<file path="config.mk">
export PLATFORM = sky130hd
export DESIGN_NAME = dps_host
export DESIGN_NICKNAME = d
export VERILOG_FILES = /design/src/pkg/dps_pkg.sv /design/src/design/dps_step_timer.sv /design/src/design/dps_host.sv
export SDC_FILE = /design/constraint.sdc
export NUM_CORES = 1
export LEC_CHECK = 0
export BUFFER_PORTS_ARGS = -buffer_cell sky130_fd_sc_hd__buf_2
export CAP_MARGIN = 20
export CORE_ASPECT_RATIO = 1.2
export CORE_MARGIN = 8
export CORE_UTILIZATION = 29
export CTS_CLUSTER_DIAMETER = 40
export DETAILED_ROUTE_END_ITERATION = 8
export PLACE_DENSITY = 0.54
export RECOVER_POWER = 50
export SYNTH_ARGS = -nofsm -noshare
export SYNTH_HDL_FRONTEND = slang
export SYNTH_SLANG_ARGS = --single-unit
</file>
<file path="constraint.sdc">
create_clock -name clk_sys -period 2.3 [get_ports clk_sys]
set_input_delay 0.46 -clock clk_sys [delete_from_list [all_inputs] [get_ports clk_sys]]
set_output_delay 0.46 -clock clk_sys [all_outputs]
set_load 0.02 [all_outputs]
</file>
<file path="src/pkg/dps_pkg.sv">
// Package for the dual-port memory and flag host controller.
// Assumes one 40 MHz system clock and pins sampled synchronously to it.
package dps_pkg;

    // ------------------------------------------------------------------
    // Widths and clock
    // ------------------------------------------------------------------
    localparam int CLK_PERIOD_NS = 25;
    localparam int ADDR_W = 12;
    localparam int DATA_W = 8;
    localparam int FLAG_CNT = 8;
    localparam int FLAG_IDX_W = 3;
    localparam int TMR_W = 8;

    // ------------------------------------------------------------------
    // Pin timing in nanoseconds and derived cycle counts
    // ------------------------------------------------------------------
    localparam int T_WP_NS = 60;
    localparam int T_ACC_NS = 70;
    localparam int T_SWRD_NS = 10;
    localparam int T_SPS_NS = 10;

    // Least times round up to whole cycles and never fall below one.
    function automatic int min_cycles(input int ns);
        int c;
        c = (ns + CLK_PERIOD_NS - 1) / CLK_PERIOD_NS;
        return (c < 1) ? 1 : c;
    endfunction

    localparam logic [TMR_W-1:0] C_WP = TMR_W'(min_cycles(T_WP_NS));
    localparam logic [TMR_W-1:0] C_ACC = TMR_W'(min_cycles(T_ACC_NS));
    localparam logic [TMR_W-1:0] C_GAP =
        TMR_W'(min_cycles((T_SWRD_NS > T_SPS_NS) ? T_SWRD_NS : T_SPS_NS));

    // ------------------------------------------------------------------
    // Flag values and reset values
    // ------------------------------------------------------------------
    localparam logic FLAG_TAKE = 1'b0;
    localparam logic FLAG_FREE = 1'b1;
    localparam logic [FLAG_IDX_W-1:0] FLAG_LAST = 3'h7;
    localparam logic [FLAG_IDX_W-1:0] FLAG_IDX_RESET = 3'h0;
    localparam logic [DATA_W-1:0] DATA_RESET = 8'h00;
    localparam logic [ADDR_W-1:0] ADDR_RESET = 12'h000;

    // ------------------------------------------------------------------
    // Steps of a flag acquire
    // ------------------------------------------------------------------
    localparam logic [1:0] STEP_REQ = 2'h0;
    localparam logic [1:0] STEP_CHECK = 2'h1;
    localparam logic [1:0] STEP_WITHDRAW = 2'h2;

    // ------------------------------------------------------------------
    // Types
    // ------------------------------------------------------------------
    typedef enum logic [2:0] {
        OP_MEM_RD = 3'h0,
        OP_MEM_WR = 3'h1,
        OP_FLAG_RD = 3'h2,
        OP_ACQUIRE = 3'h3,
        OP_RELEASE = 3'h4
    } dps_op_e;

    typedef enum logic [4:0] {
        ST_IDLE = 5'h01,
        ST_SETUP = 5'h02,
        ST_ACTIVE = 5'h04,
        ST_HOLD = 5'h08,
        ST_GAP = 5'h10
    } dps_state_e;

    typedef struct packed {
        dps_op_e op;
        logic [ADDR_W-1:0] addr;
        logic [DATA_W-1:0] wdata;
    } dps_cmd_s;

    typedef struct packed {
        logic [DATA_W-1:0] rdata;
        logic granted;
        logic withdrawn;
    } dps_rsp_s;

    typedef struct packed {
        logic mem_select_n;
        logic flag_select_n;
        logic out_enable_n;
        logic rw_n;
        logic [ADDR_W-1:0] addr;
        logic [DATA_W-1:0] dq_o;
        logic dq_oe;
    } dps_pins_s;

    localparam dps_pins_s PINS_RESET = '{1'b1, 1'b1, 1'b1, 1'b1, ADDR_RESET, DATA_RESET, 1'b0};

endpackage

</file>
<file path="src/design/dps_step_timer.sv">
// Down counter that times the active and gap phases of a pin access.
// Assumes the loader gives a count of at least one.
`timescale 1ns/1ps
`default_nettype none
module dps_step_timer
    import dps_pkg::*;
(
    input wire logic clk_sys,
    input wire logic sys_rst,
    input wire logic load,
    input wire logic [TMR_W-1:0] count,
    output logic expire
);
    logic [TMR_W-1:0] cnt_reg;
    logic [TMR_W-1:0] cnt_next;

    // ------------------------------------------------------------------
    // Counter
    // ------------------------------------------------------------------
    assign expire = (cnt_reg == TMR_W'(1));
    assign cnt_next = load ? count : ((cnt_reg != '0) ? cnt_reg - TMR_W'(1) : cnt_reg);

    always_ff @(posedge clk_sys) begin
        if (sys_rst) begin
            cnt_reg <= '0;
        end else begin
            cnt_reg <= cnt_next;
        end
    end
endmodule // dps_step_timer
`default_nettype wire

</file>
<file path="src/design/dps_host.sv">
// Host controller driving one port of a dual-port memory with eight flags.
// Assumes the port pins are sampled synchronously to clk_sys at 40 MHz.
`timescale 1ns/1ps
`default_nettype none
module dps_host
    import dps_pkg::*;
#(
    parameter int ACQ_TRIES = 4
) (
    input wire logic clk_sys,
    input wire logic sys_rst,
    input wire logic cmd_valid,
    input wire dps_pkg::dps_cmd_s cmd,
    output logic cmd_ready,
    output logic rsp_valid,
    output dps_pkg::dps_rsp_s rsp,
    output logic init_done,
    output dps_pkg::dps_pins_s pins,
    input wire logic [dps_pkg::DATA_W-1:0] dq_i
);
    import dps_pkg::*;

    // ------------------------------------------------------------------
    // Elaboration checks
    // ------------------------------------------------------------------
    if (ACQ_TRIES < 1 || ACQ_TRIES > 255) begin : g_bad_tries
        $error("ACQ_TRIES must lie between 1 and 255.");
    end

    localparam logic [7:0] TRIES = 8'(ACQ_TRIES);

    // ------------------------------------------------------------------
    // State
    // ------------------------------------------------------------------
    dps_state_e state_reg, state_next;
    dps_op_e op_reg, op_next;
    logic [1:0] step_reg, step_next;
    logic [7:0] tries_reg, tries_next;
    logic init_busy_reg, init_busy_next;
    logic [FLAG_IDX_W-1:0] init_idx_reg, init_idx_next;
    logic acc_wr_reg, acc_wr_next;
    logic acc_flag_reg, acc_flag_next;
    logic [ADDR_W-1:0] acc_addr_reg, acc_addr_next;
    logic [DATA_W-1:0] acc_data_reg, acc_data_next;
    logic [DATA_W-1:0] rdata_reg, rdata_next;
    dps_rsp_s rsp_reg, rsp_next;
    logic rsp_valid_reg, rsp_valid_next;
    logic cmd_ready_reg, cmd_ready_next;
    logic init_done_reg;
    dps_pins_s pins_reg, pins_next;
    logic tmr_load;
    logic [TMR_W-1:0] tmr_count;
    logic tmr_expire;

    // Flag address carries only the low three bits; the rest stay zero.
    function automatic logic [ADDR_W-1:0] flag_addr(input logic [FLAG_IDX_W-1:0] idx);
        return {{(ADDR_W - FLAG_IDX_W){1'b0}}, idx};
    endfunction

    // A flag write places its value on every data bit, bit 0 being the one used.
    function automatic logic [DATA_W-1:0] flag_data(input logic val);
        return {DATA_W{val}};
    endfunction

    // ------------------------------------------------------------------
    // Phase timer
    // ------------------------------------------------------------------
    dps_step_timer u_timer (
        .clk_sys(clk_sys),
        .sys_rst(sys_rst),
        .load(tmr_load),
        .count(tmr_count),
        .expire(tmr_expire)
    );

    // ------------------------------------------------------------------
    // Sequencer
    // ------------------------------------------------------------------
    always_comb begin
        state_next = state_reg;
        op_next = op_reg;
        step_next = step_reg;
        tries_next = tries_reg;
        init_busy_next = init_busy_reg;
        init_idx_next = init_idx_reg;
        acc_wr_next = acc_wr_reg;
        acc_flag_next = acc_flag_reg;
        acc_addr_next = acc_addr_reg;
        acc_data_next = acc_data_reg;
        rdata_next = rdata_reg;
        rsp_next = rsp_reg;
        rsp_valid_next = 1'b0;
        tmr_load = 1'b0;
        tmr_count = C_GAP;
        case (state_reg)
            ST_IDLE: begin
                if (init_busy_reg) begin
                    // Power-up: free every flag from this side.
                    state_next = ST_SETUP;
                    acc_wr_next = 1'b1;
                    acc_flag_next = 1'b1;
                    acc_addr_next = flag_addr(init_idx_reg);
                    acc_data_next = flag_data(FLAG_FREE);
                end else if (cmd_valid && cmd_ready_reg) begin
                    state_next = ST_SETUP;
                    op_next = cmd.op;
                    step_next = STEP_REQ;
                    tries_next = TRIES;
                    acc_flag_next = (cmd.op == OP_FLAG_RD) || (cmd.op == OP_ACQUIRE)
                        || (cmd.op == OP_RELEASE);
                    acc_wr_next = (cmd.op == OP_MEM_WR) || (cmd.op == OP_ACQUIRE)
                        || (cmd.op == OP_RELEASE);
                    acc_addr_next = acc_flag_next ? flag_addr(cmd.addr[FLAG_IDX_W-1:0])
                        : cmd.addr;
                    case (cmd.op)
                        OP_ACQUIRE: acc_data_next = flag_data(FLAG_TAKE);
                        OP_RELEASE: acc_data_next = flag_data(FLAG_FREE);
                        default: acc_data_next = cmd.wdata;
                    endcase
                end
            end
            ST_SETUP: begin
                state_next = ST_ACTIVE;
                tmr_load = 1'b1;
                tmr_count = acc_wr_reg ? C_WP : C_ACC;
            end
            ST_ACTIVE: begin
                if (tmr_expire) begin
                    state_next = ST_HOLD;
                    if (!acc_wr_reg) begin
                        rdata_next = dq_i;
                    end
                end
            end
            ST_HOLD: begin
                // Selects stay low here so the strobe rises inside the access.
                state_next = ST_GAP;
                tmr_load = 1'b1;
                tmr_count = C_GAP;
            end
            ST_GAP: begin
                if (tmr_expire) begin
                    state_next = ST_IDLE;
                    if (init_busy_reg) begin
                        if (init_idx_reg == FLAG_LAST) begin
                            init_busy_next = 1'b0;
                        end else begin
                            init_idx_next = init_idx_reg + 3'h1;
                        end
                    end else if (op_reg == OP_ACQUIRE && step_reg == STEP_REQ) begin
                        // Write first, then read back.
                        state_next = ST_SETUP;
                        step_next = STEP_CHECK;
                        acc_wr_next = 1'b0;
                    end else if (op_reg == OP_ACQUIRE && step_reg == STEP_CHECK) begin
                        if (rdata_reg[0] == FLAG_TAKE) begin
                            rsp_valid_next = 1'b1;
                            rsp_next = '{rdata_reg, 1'b1, 1'b0};
                        end else if (tries_reg > 8'h01) begin
                            // Fresh read after the selects were dropped.
                            state_next = ST_SETUP;
                            tries_next = tries_reg - 8'h01;
                        end else begin
                            state_next = ST_SETUP;
                            step_next = STEP_WITHDRAW;
                            acc_wr_next = 1'b1;
                            acc_data_next = flag_data(FLAG_FREE);
                        end
                    end else begin
                        rsp_valid_next = 1'b1;
                        rsp_next = '{rdata_reg, 1'b0, step_reg == STEP_WITHDRAW};
                    end
                end
            end
            default: begin
                state_next = ST_IDLE;
            end
        endcase
    end

    // ------------------------------------------------------------------
    // Pin decode from the next state
    // ------------------------------------------------------------------
    wire sel_on = (state_next == ST_SETUP) || (state_next == ST_ACTIVE)
        || (state_next == ST_HOLD);
    wire drive_on = ((state_next == ST_ACTIVE) || (state_next == ST_HOLD)) && acc_wr_next;

    assign pins_next.mem_select_n = !(sel_on && !acc_flag_next);
    assign pins_next.flag_select_n = !(sel_on && acc_flag_next);
    assign pins_next.out_enable_n = !((state_next == ST_ACTIVE) && !acc_wr_next);
    assign pins_next.rw_n = !((state_next == ST_ACTIVE) && acc_wr_next);
    assign pins_next.addr = sel_on ? acc_addr_next : ADDR_RESET;
    assign pins_next.dq_o = drive_on ? acc_data_next : DATA_RESET;
    assign pins_next.dq_oe = drive_on;
    assign cmd_ready_next = (state_next == ST_IDLE) && !init_busy_next;

    // ------------------------------------------------------------------
    // Registers
    // ------------------------------------------------------------------
    always_ff @(posedge clk_sys) begin
        if (sys_rst) begin
            state_reg <= ST_IDLE;
            op_reg <= OP_MEM_RD;
            step_reg <= STEP_REQ;
            tries_reg <= 8'h00;
            init_busy_reg <= 1'b1;
            init_idx_reg <= FLAG_IDX_RESET;
            acc_wr_reg <= 1'b0;
            acc_flag_reg <= 1'b0;
            acc_addr_reg <= ADDR_RESET;
            acc_data_reg <= DATA_RESET;
            rdata_reg <= DATA_RESET;
            rsp_reg <= '0;
            rsp_valid_reg <= 1'b0;
            cmd_ready_reg <= 1'b0;
            init_done_reg <= 1'b0;
            pins_reg <= PINS_RESET;
        end else begin
            state_reg <= state_next;
            op_reg <= op_next;
            step_reg <= step_next;
            tries_reg <= tries_next;
            init_busy_reg <= init_busy_next;
            init_idx_reg <= init_idx_next;
            acc_wr_reg <= acc_wr_next;
            acc_flag_reg <= acc_flag_next;
            acc_addr_reg <= acc_addr_next;
            acc_data_reg <= acc_data_next;
            rdata_reg <= rdata_next;
            rsp_reg <= rsp_next;
            rsp_valid_reg <= rsp_valid_next;
            cmd_ready_reg <= cmd_ready_next;
            init_done_reg <= !init_busy_next;
            pins_reg <= pins_next;
        end
    end

    assign cmd_ready = cmd_ready_reg;
    assign rsp_valid = rsp_valid_reg;
    assign rsp = rsp_reg;
    assign init_done = init_done_reg;
    assign pins = pins_reg;
endmodule // dps_host
`default_nettype wire

</file>
==> results of run 1 <==
## worst register-to-register path: stages, from the launching register on
cell	delay [ns]
dfxtp_2	0.33
inv_2	0.07
ha_2	0.17
or4b_4	0.47
o211ai_2	0.24
o21ai_4	0.17
or4_1	0.51
a31oi_1	0.18
## placed cells by master, fill, tap and decap left out, types with 3 or more instances in the layout
cell	netlist	layout
a21boi_0	3	3
a21oi_1	36	36
a31oi_1	3	3
and2_1	23	23
buf_2	5	33
buf_4	1	20
clkbuf_1	12	43
clkbuf_16	0	9
dfxtp_1	98	96
ha_1	7	6
inv_1	17	16
mux2i_1	30	30
nand2_1	20	21
nand2b_1	6	6
nand3_1	6	6
nor2_1	59	59
nor2b_1	4	4
nor3_1	16	16
nor4_1	5	6
o21ai_0	11	11
o221a_2	3	3
o221ai_1	7	5
o31ai_1	12	12
or3_1	13	13
or4_1	5	5
xnor2_1	5	5
xor2_1	3	3
## logic make-up (layout without fill, tap and decap cells)
| group | Yosys count | count (layout) | synth area share [%] |
|---|---|---|---|
| muxes | 31 | 31 | 7.255 |
| DFF | 98 | 98 | 45.69 |
| AOI/OAI and AO/OA | 95 | 95 | 14.60 |
| xor gates and xnor gates | 8 | 8 | 1.632 |
| buffers and inverters | 39 | 130 | 4.341 |
| adders and majority gates | 7 | 7 | 2.040 |
| and+or+nand+nor | 184 | 184 | 24.45 |
## cell type report
type | count | area [sq um]
fillers | 1522 | 9210
multi-input cells | 325 | 2168
flip-flops and latches | 98 | 1964
repair buffers | 97 | 488.0
clock buffers | 9 | 225.2
well taps | 175 | 219.0
clock inverters | 7 | 75.07
inverters | 17 | 63.81
## where the power goes
part,internal (mW),switching (mW)
clock,0.764,0.715
combinational,0.566,0.766
sequential,1.87,0.152
total,3.20,1.63
## Yosys cell counts (7+ instances only)
master	number	area share (%)
o221ai_1	7	1.4
and2_1	23	3.4
nand2_1	20	1.7
dfxtp_1	98	46
clkbuf_1	12	1.0
inv_1	17	1.5
nor3_1	16	1.9
o21ai_0	11	1.3
o31ai_1	12	2.1
mux2i_1	30	7.0
or3_1	13	1.9
nor2_1	59	5.2
ha_1	7	2.0
a21oi_1	36	4.2
## repair_timing
action | in CTS | in global routing
endpoints found under the setup margin | 0 | 20
gates resized for setup | 0 | 9
hold endpoints to repair | 0 | 0
## layer usage
layer | vias to the layer above | part of all wire, % | routed length, um
li1 | 1820 | - | -
met1 | 1718 | 44 | 4985
met2 | 71 | 51 | 5727
met3 | 9 | 3.3 | 373
met4 | 0 | 1.4 | 155
met5 | - | 0 | 0
## per-stage QoR
stage / worst slack, ns / hold WS (ns) / power [mW]
2_1_floorplan: 0.2649 / 0.4437 / 3.031
4_1_cts: 0.04416 / 0.3423 / 4.885
6_report: 0.09801 / 0.3487 / 4.833
5_1_grt: 0.005315 / 0.3704 / 5.134
3_5_place_dp: 0.05462 / 0.4610 / 3.382
3_3_place_gp: 0.1379 / 0.4593 / 3.322
## worst max-delay path by stage
stage,from,endpoint,depth (start not counted)
after floorplan,u_timer.cnt_reg[1],tries_reg[7],7
after global placement,u_timer.cnt_reg[1],tries_reg[5],7
after detailed placement,u_timer.cnt_reg[1],tries_reg[7],7
after CTS,u_timer.cnt_reg[1],tries_reg[7],7
after global routing,u_timer.cnt_reg[1],tries_reg[2],7
final,u_timer.cnt_reg[1],tries_reg[2],7
==> impl_metrics.py, run 1 <==
metrics = {
    "clock_tree": {
        "ctsHoldBuffers": 0,
        "clk_path_buf_depth": 2,
        "h-tree-depth": 3,
        "path_clk_slew_ns": 0.07,
        "clock-root-buffer": "clkbuf_16",
        "cts_made_buffers": 9,
        "cts_setup_buffers": 0,
        "clk_latency_ns": 0.35,
        "cts.sinks": 98,
        "cts_tree": "done",
    },
    "sta": {
        "hold_violations": 0,
        "maxSlewHeadroom_pct": 51.30,
        "drv_slew": 0,
        "period_share_pct": 95.74,
        "rsz0062_at_grt": "no",
        "min_period_ns": 2.202,
        "worst-slew-pin-transition_ns": 0.7305,
        "max_freq_ghz": 0.4541,
        "setup_tns_ns": 0,
        "setup_viol": 0,
        "skew_ns": 0.008130,
    },
    "power_and_ir_drop": {
        "max-vdd-ir-drop_v": 0.0004049,
        "power.leakage_nw": 2.116,
        "pwr_density_cell_nw_per_um2": 928.8,
    },
    "placed_design": {
        "place_inst": 712,
        "place.gp.congestion": 0.8019,
        "dp_hpwl_um": 8382,
        "place.port_buffers": 71,
        "dpl_cell_area_sq_um": 4941,
    },
    "setup_path": {
        "cp_slowest_cell": "or4_1",
        "r2r-start": "u_timer.cnt_reg[1]",
        "crit_chain": "inv_2 -> ha_2 -> or4b_4 -> o211ai_2 -> o21ai_4 -> or4_1 -> a31oi_1",
        "crit_buf_inv": 1,
        "crit_family": "simple AND/OR/NAND/NOR gates",
        "critPathArrivalTime_ns": 2.47,
        "crit_required_ns": 2.57,
        "criticalPathCategory": "reg -> reg",
        "cp-end-kind": "register",
        "r2r_setup_slack_ns": 0.1,
        "slowest_delay_ns": 0.51,
        "cp_max_fo": 14,
        "ff2ff_path_depth": 7,
        "r2r-end": "tries_reg[2]",
        "start_kind": "register",
    },
    "synth": {
        "synth-async-reset-ratio_pct": 0,
        "synth_edf_count": 0,
        "synth_cells": 462,
        "ys_seq_area_share_pct": 45.69,
        "syn_nets": 503,
        "ys_types": 64,
        "avgSynthCellArea_sq_um": 9.295,
        "ys_warn_count": 0,
        "ys_ff_latch": 98,
        "synth_top_flop_cell": "dfxtp_1",
        "syn_area_sq_um": 4294,
    },
    "hold_path": {
        "hold_path_end": "rdata_reg[7]",
        "min-delay-start": "dq_i[7]",
        "worstHoldPathType": "in -> reg",
        "hold_path_depth": 3,
    },
    "global_routing": {
        "antenna_found_initial": 0,
        "grt_usage_pct": 11.85,
        "first_global_vias": 3721,
        "grt-busiest-layer": "met2",
        "grt_pass1_wl_um": 18280,
        "use_met2_pct": 20.91,
        "grt.met3_usage_pct": 2.217,
        "grt_max_degree": 41,
        "gr-total-overflow": 0,
        "met1_usage_pct": 14.05,
    },
    "die": {
        "core_region_area_sq_um": 14410,
        "die_x_um": 127.1,
        "die_area_sq_um": 18970,
        "start_util_pct": 29.79,
        "die_h_um": 149.3,
        "io_pins": 72,
        "rows": 48,
    },
    "route": {
        "drt-initial-drc-count": 209,
        "post_drt_wl_per_cell_um": 15.44,
        "drc": 0,
        "routed-via-count": 3618,
        "routed_wl_um": 11240,
        "ant_nets": 0,
        "firstDrtPassIters": 4,
        "avgViaCountPerCell": 4.970,
    },
    "layout": {
        "finalInstanceArea_sq_um": 5204,
        "n_antenna_cell": 0,
        "largest_reg_flops": 25,
        "syn_to_final_growth_pct": 21.18,
        "fin_cells": 728,
        "drive_above_1_share_pct": 17.36,
        "final_util_pct": 36.10,
        "fin_nets": 589,
    },
    "outcome": {
        "status": "finished, final reports clean",
    },
    "flow_run": {
        "drv_cap": 0,
    },
}
Note: power is estimated with default switching activity, not from simulation.
==> run 2, diff against run 1 <==
--- a/config.mk
+++ b/config.mk
@@ -9,10 +9,10 @@
 export CAP_MARGIN = 20
 export CORE_ASPECT_RATIO = 1.2
 export CORE_MARGIN = 8
-export CORE_UTILIZATION = 29
+export CORE_UTILIZATION = 56
 export CTS_CLUSTER_DIAMETER = 40
 export DETAILED_ROUTE_END_ITERATION = 8
-export PLACE_DENSITY = 0.54
+export PLACE_DENSITY = 0.86
 export RECOVER_POWER = 50
 export SYNTH_ARGS = -nofsm -noshare
 export SYNTH_HDL_FRONTEND = slang
==> run 2 against run 1 <==
Clock skew grew 0.0087 ns. Non-clock buffer count shrank 1. Global-route usage increased by 8.7 points. Die area shrank 43%. Worst setup slack worse by 0.072 ns. Critical endpoint is now tries_reg[4]. Largest cell class unchanged. Highest routed layer unchanged.
==> impl_metrics.py, run 2 (synthesis results as in run 1) <==
metrics = {
    "sta": {
        "rsz0062_at_grt": "yes",
        "min_period_ns": 2.274,
        "skew_ns": 0.01680,
        "maxSlewHeadroom_pct": 63.46,
        "drv_slew": 0,
        "setup_viol": 0,
        "period_share_pct": 98.89,
        "max_freq_ghz": 0.4397,
        "hold_violations": 0,
        "worst-slew-pin-transition_ns": 0.5459,
    },
    "layout": {
        "mostFrequentLayoutCells": "dfxtp_1, nor2_1, clkbuf_1",
        "final_common_cell": "dfxtp_1",
        "drive_above_1_share_pct": 18.26,
        "fin_cells": 645,
        "n_antenna_cell": 0,
        "final_util_pct": 66.44,
        "largest_reg_flops": 25,
        "syn_to_final_growth_pct": 17.22,
        "fin_nets": 589,
        "finalInstanceArea_sq_um": 5034,
    },
    "global_routing": {
        "antenna_found_initial": 0,
        "gr-total-overflow": 0,
        "grt_pass1_wl_um": 17840,
        "grt_usage_pct": 20.51,
        "grt_max_degree": 41,
        "first_global_vias": 3898,
    },
    "die": {
        "rows": 35,
        "die_area_sq_um": 10740,
        "die_x_um": 95.94,
        "io_pins": 72,
        "start_util_pct": 56.68,
        "die_h_um": 111.9,
        "core_region_area_sq_um": 7576,
    },
    "clock_tree": {
        "cts.sinks": 98,
        "clock-root-buffer": "clkbuf_8",
        "clk_path_buf_depth": 2,
        "path_clk_slew_ns": 0.10,
        "clk_latency_ns": 0.39,
        "cts_tree": "done",
        "cts_made_buffers": 9,
        "h-tree-depth": 3,
        "ctsHoldBuffers": 0,
    },
    "setup_path": {
        "cp_slowest_cell": "or4_1",
        "critPathArrivalTime_ns": 2.58,
        "cp_max_fo": 7,
        "crit_chain": "inv_2 -> ha_1 -> or4b_4 -> o211ai_4 -> o21ai_4 -> or4_1 -> a21oi_1",
        "crit_family": "simple AND/OR/NAND/NOR gates",
        "crit_buf_inv": 1,
        "crit_required_ns": 2.60,
        "start_kind": "register",
        "cp-end-kind": "register",
        "criticalPathCategory": "reg -> reg",
        "slowest_delay_ns": 0.54,
    },
    "placed_design": {
        "place_inst": 624,
        "dp_hpwl_um": 7667,
        "dpl_cell_area_sq_um": 4800,
        "place.gp.congestion": 0.9266,
        "place.port_buffers": 71,
    },
    "power_and_ir_drop": {
        "power.leakage_nw": 2.091,
        "finalPower_mw": 4.562,
        "pwr_density_cell_nw_per_um2": 906.4,
        "max-vdd-ir-drop_v": 0.0006554,
    },
    "route": {
        "firstDrtPassIters": 5,
        "avgViaCountPerCell": 5.848,
        "post_drt_wl_per_cell_um": 16.76,
        "drt-initial-drc-count": 301,
        "routed_wl_um": 10810,
        "ant_nets": 0,
        "routed-via-count": 3772,
        "drc": 0,
    },
    "hold_path": {
        "worstHoldPathType": "in -> reg",
    },
    "outcome": {
        "status": "finished, final reports clean",
    },
    "flow_run": {
        "drv_cap": 0,
    },
}
==> run 2: changes by cell type in the layout (fill, tap and decap cells not counted), sizes merged <==
cell	previous run	this run
buf	54	58
bufinv	0	1
clkbuf	52	47
clkinv	4	2
inv	19	20
o21ai	12	13
==> run 2: worst reg2reg max path: cells and delay by family, from the launching register on <==
family | cells | cell delay, ns
flip-flops | 1 | 0.35
AO/OA/AOI/OAI | 3 | 0.58
buffers and inverters | 1 | 0.08
adder cells (fa/ha/maj) | 1 | 0.15
AND/OR/NAND/NOR | 2 | 1.05
==> run 2: worst paths after layout <==
check                 end          startpoint  cells after the start  slack, ns
max reg2reg  tries_reg[4]  u_timer.cnt_reg[1]                      7       0.03
max          tries_reg[4]  u_timer.cnt_reg[1]                      7       0.03
min reg2reg        rsp[1]              rsp[1]                      2       0.47
min          rdata_reg[1]             dq_i[1]                      3       0.31
==> run 2: per-stage QoR <==
step	setup TNS [ns]	worst slack, ns	hold slack, ns
2_1_floorplan	0	0.2649	0.4437
3_3_place_gp	0	0.1266	0.4404
3_5_place_dp	-0.01436	-0.01436	0.4490
4_1_cts	0	0.006158	0.3062
5_1_grt	-0.1638	-0.04207	0.3211
6_report	0	0.02553	0.3124
==> run 2: power by group <==
group	total [mW]	internal, mW	switching, mW	leakage (nW)
logic	1.35	0.580	0.773	1.19
clock network	1.19	0.532	0.659	0.107
registers	2.02	1.87	0.148	0.798
==> run 2: per-layer routing <==
| metal | routed length [um] | global-route usage [%] | up-vias |
|---|---|---|---|
| met3 | 688 | 5.114 | 34 |
| met1 | 4362 | 23.37 | 1788 |
| met4 | 291 | 10.07 | 0 |
| met2 | 5470 | 34.23 | 128 |
| li1 | - | - | 1822 |
| met5 | 0 | 0 | - |
==> run 2: final cells by class <==
class / count / area, sq um
fill: 619 / 2542
multi-input combinational: 326 / 2177
sequential: 98 / 1964
timing repair buffer: 96 / 495.5
clock buffer: 9 / 123.9
tap: 92 / 115.1
clock inverter: 7 / 93.84
inverter: 17 / 63.81
==> run 2: repair_timing <==
item,in CTS,in global routing
gates resized for setup,2,4
setup endpoints to repair,4,8
pin swaps,0,4
setup buffers,0,4
gates cloned,0,1
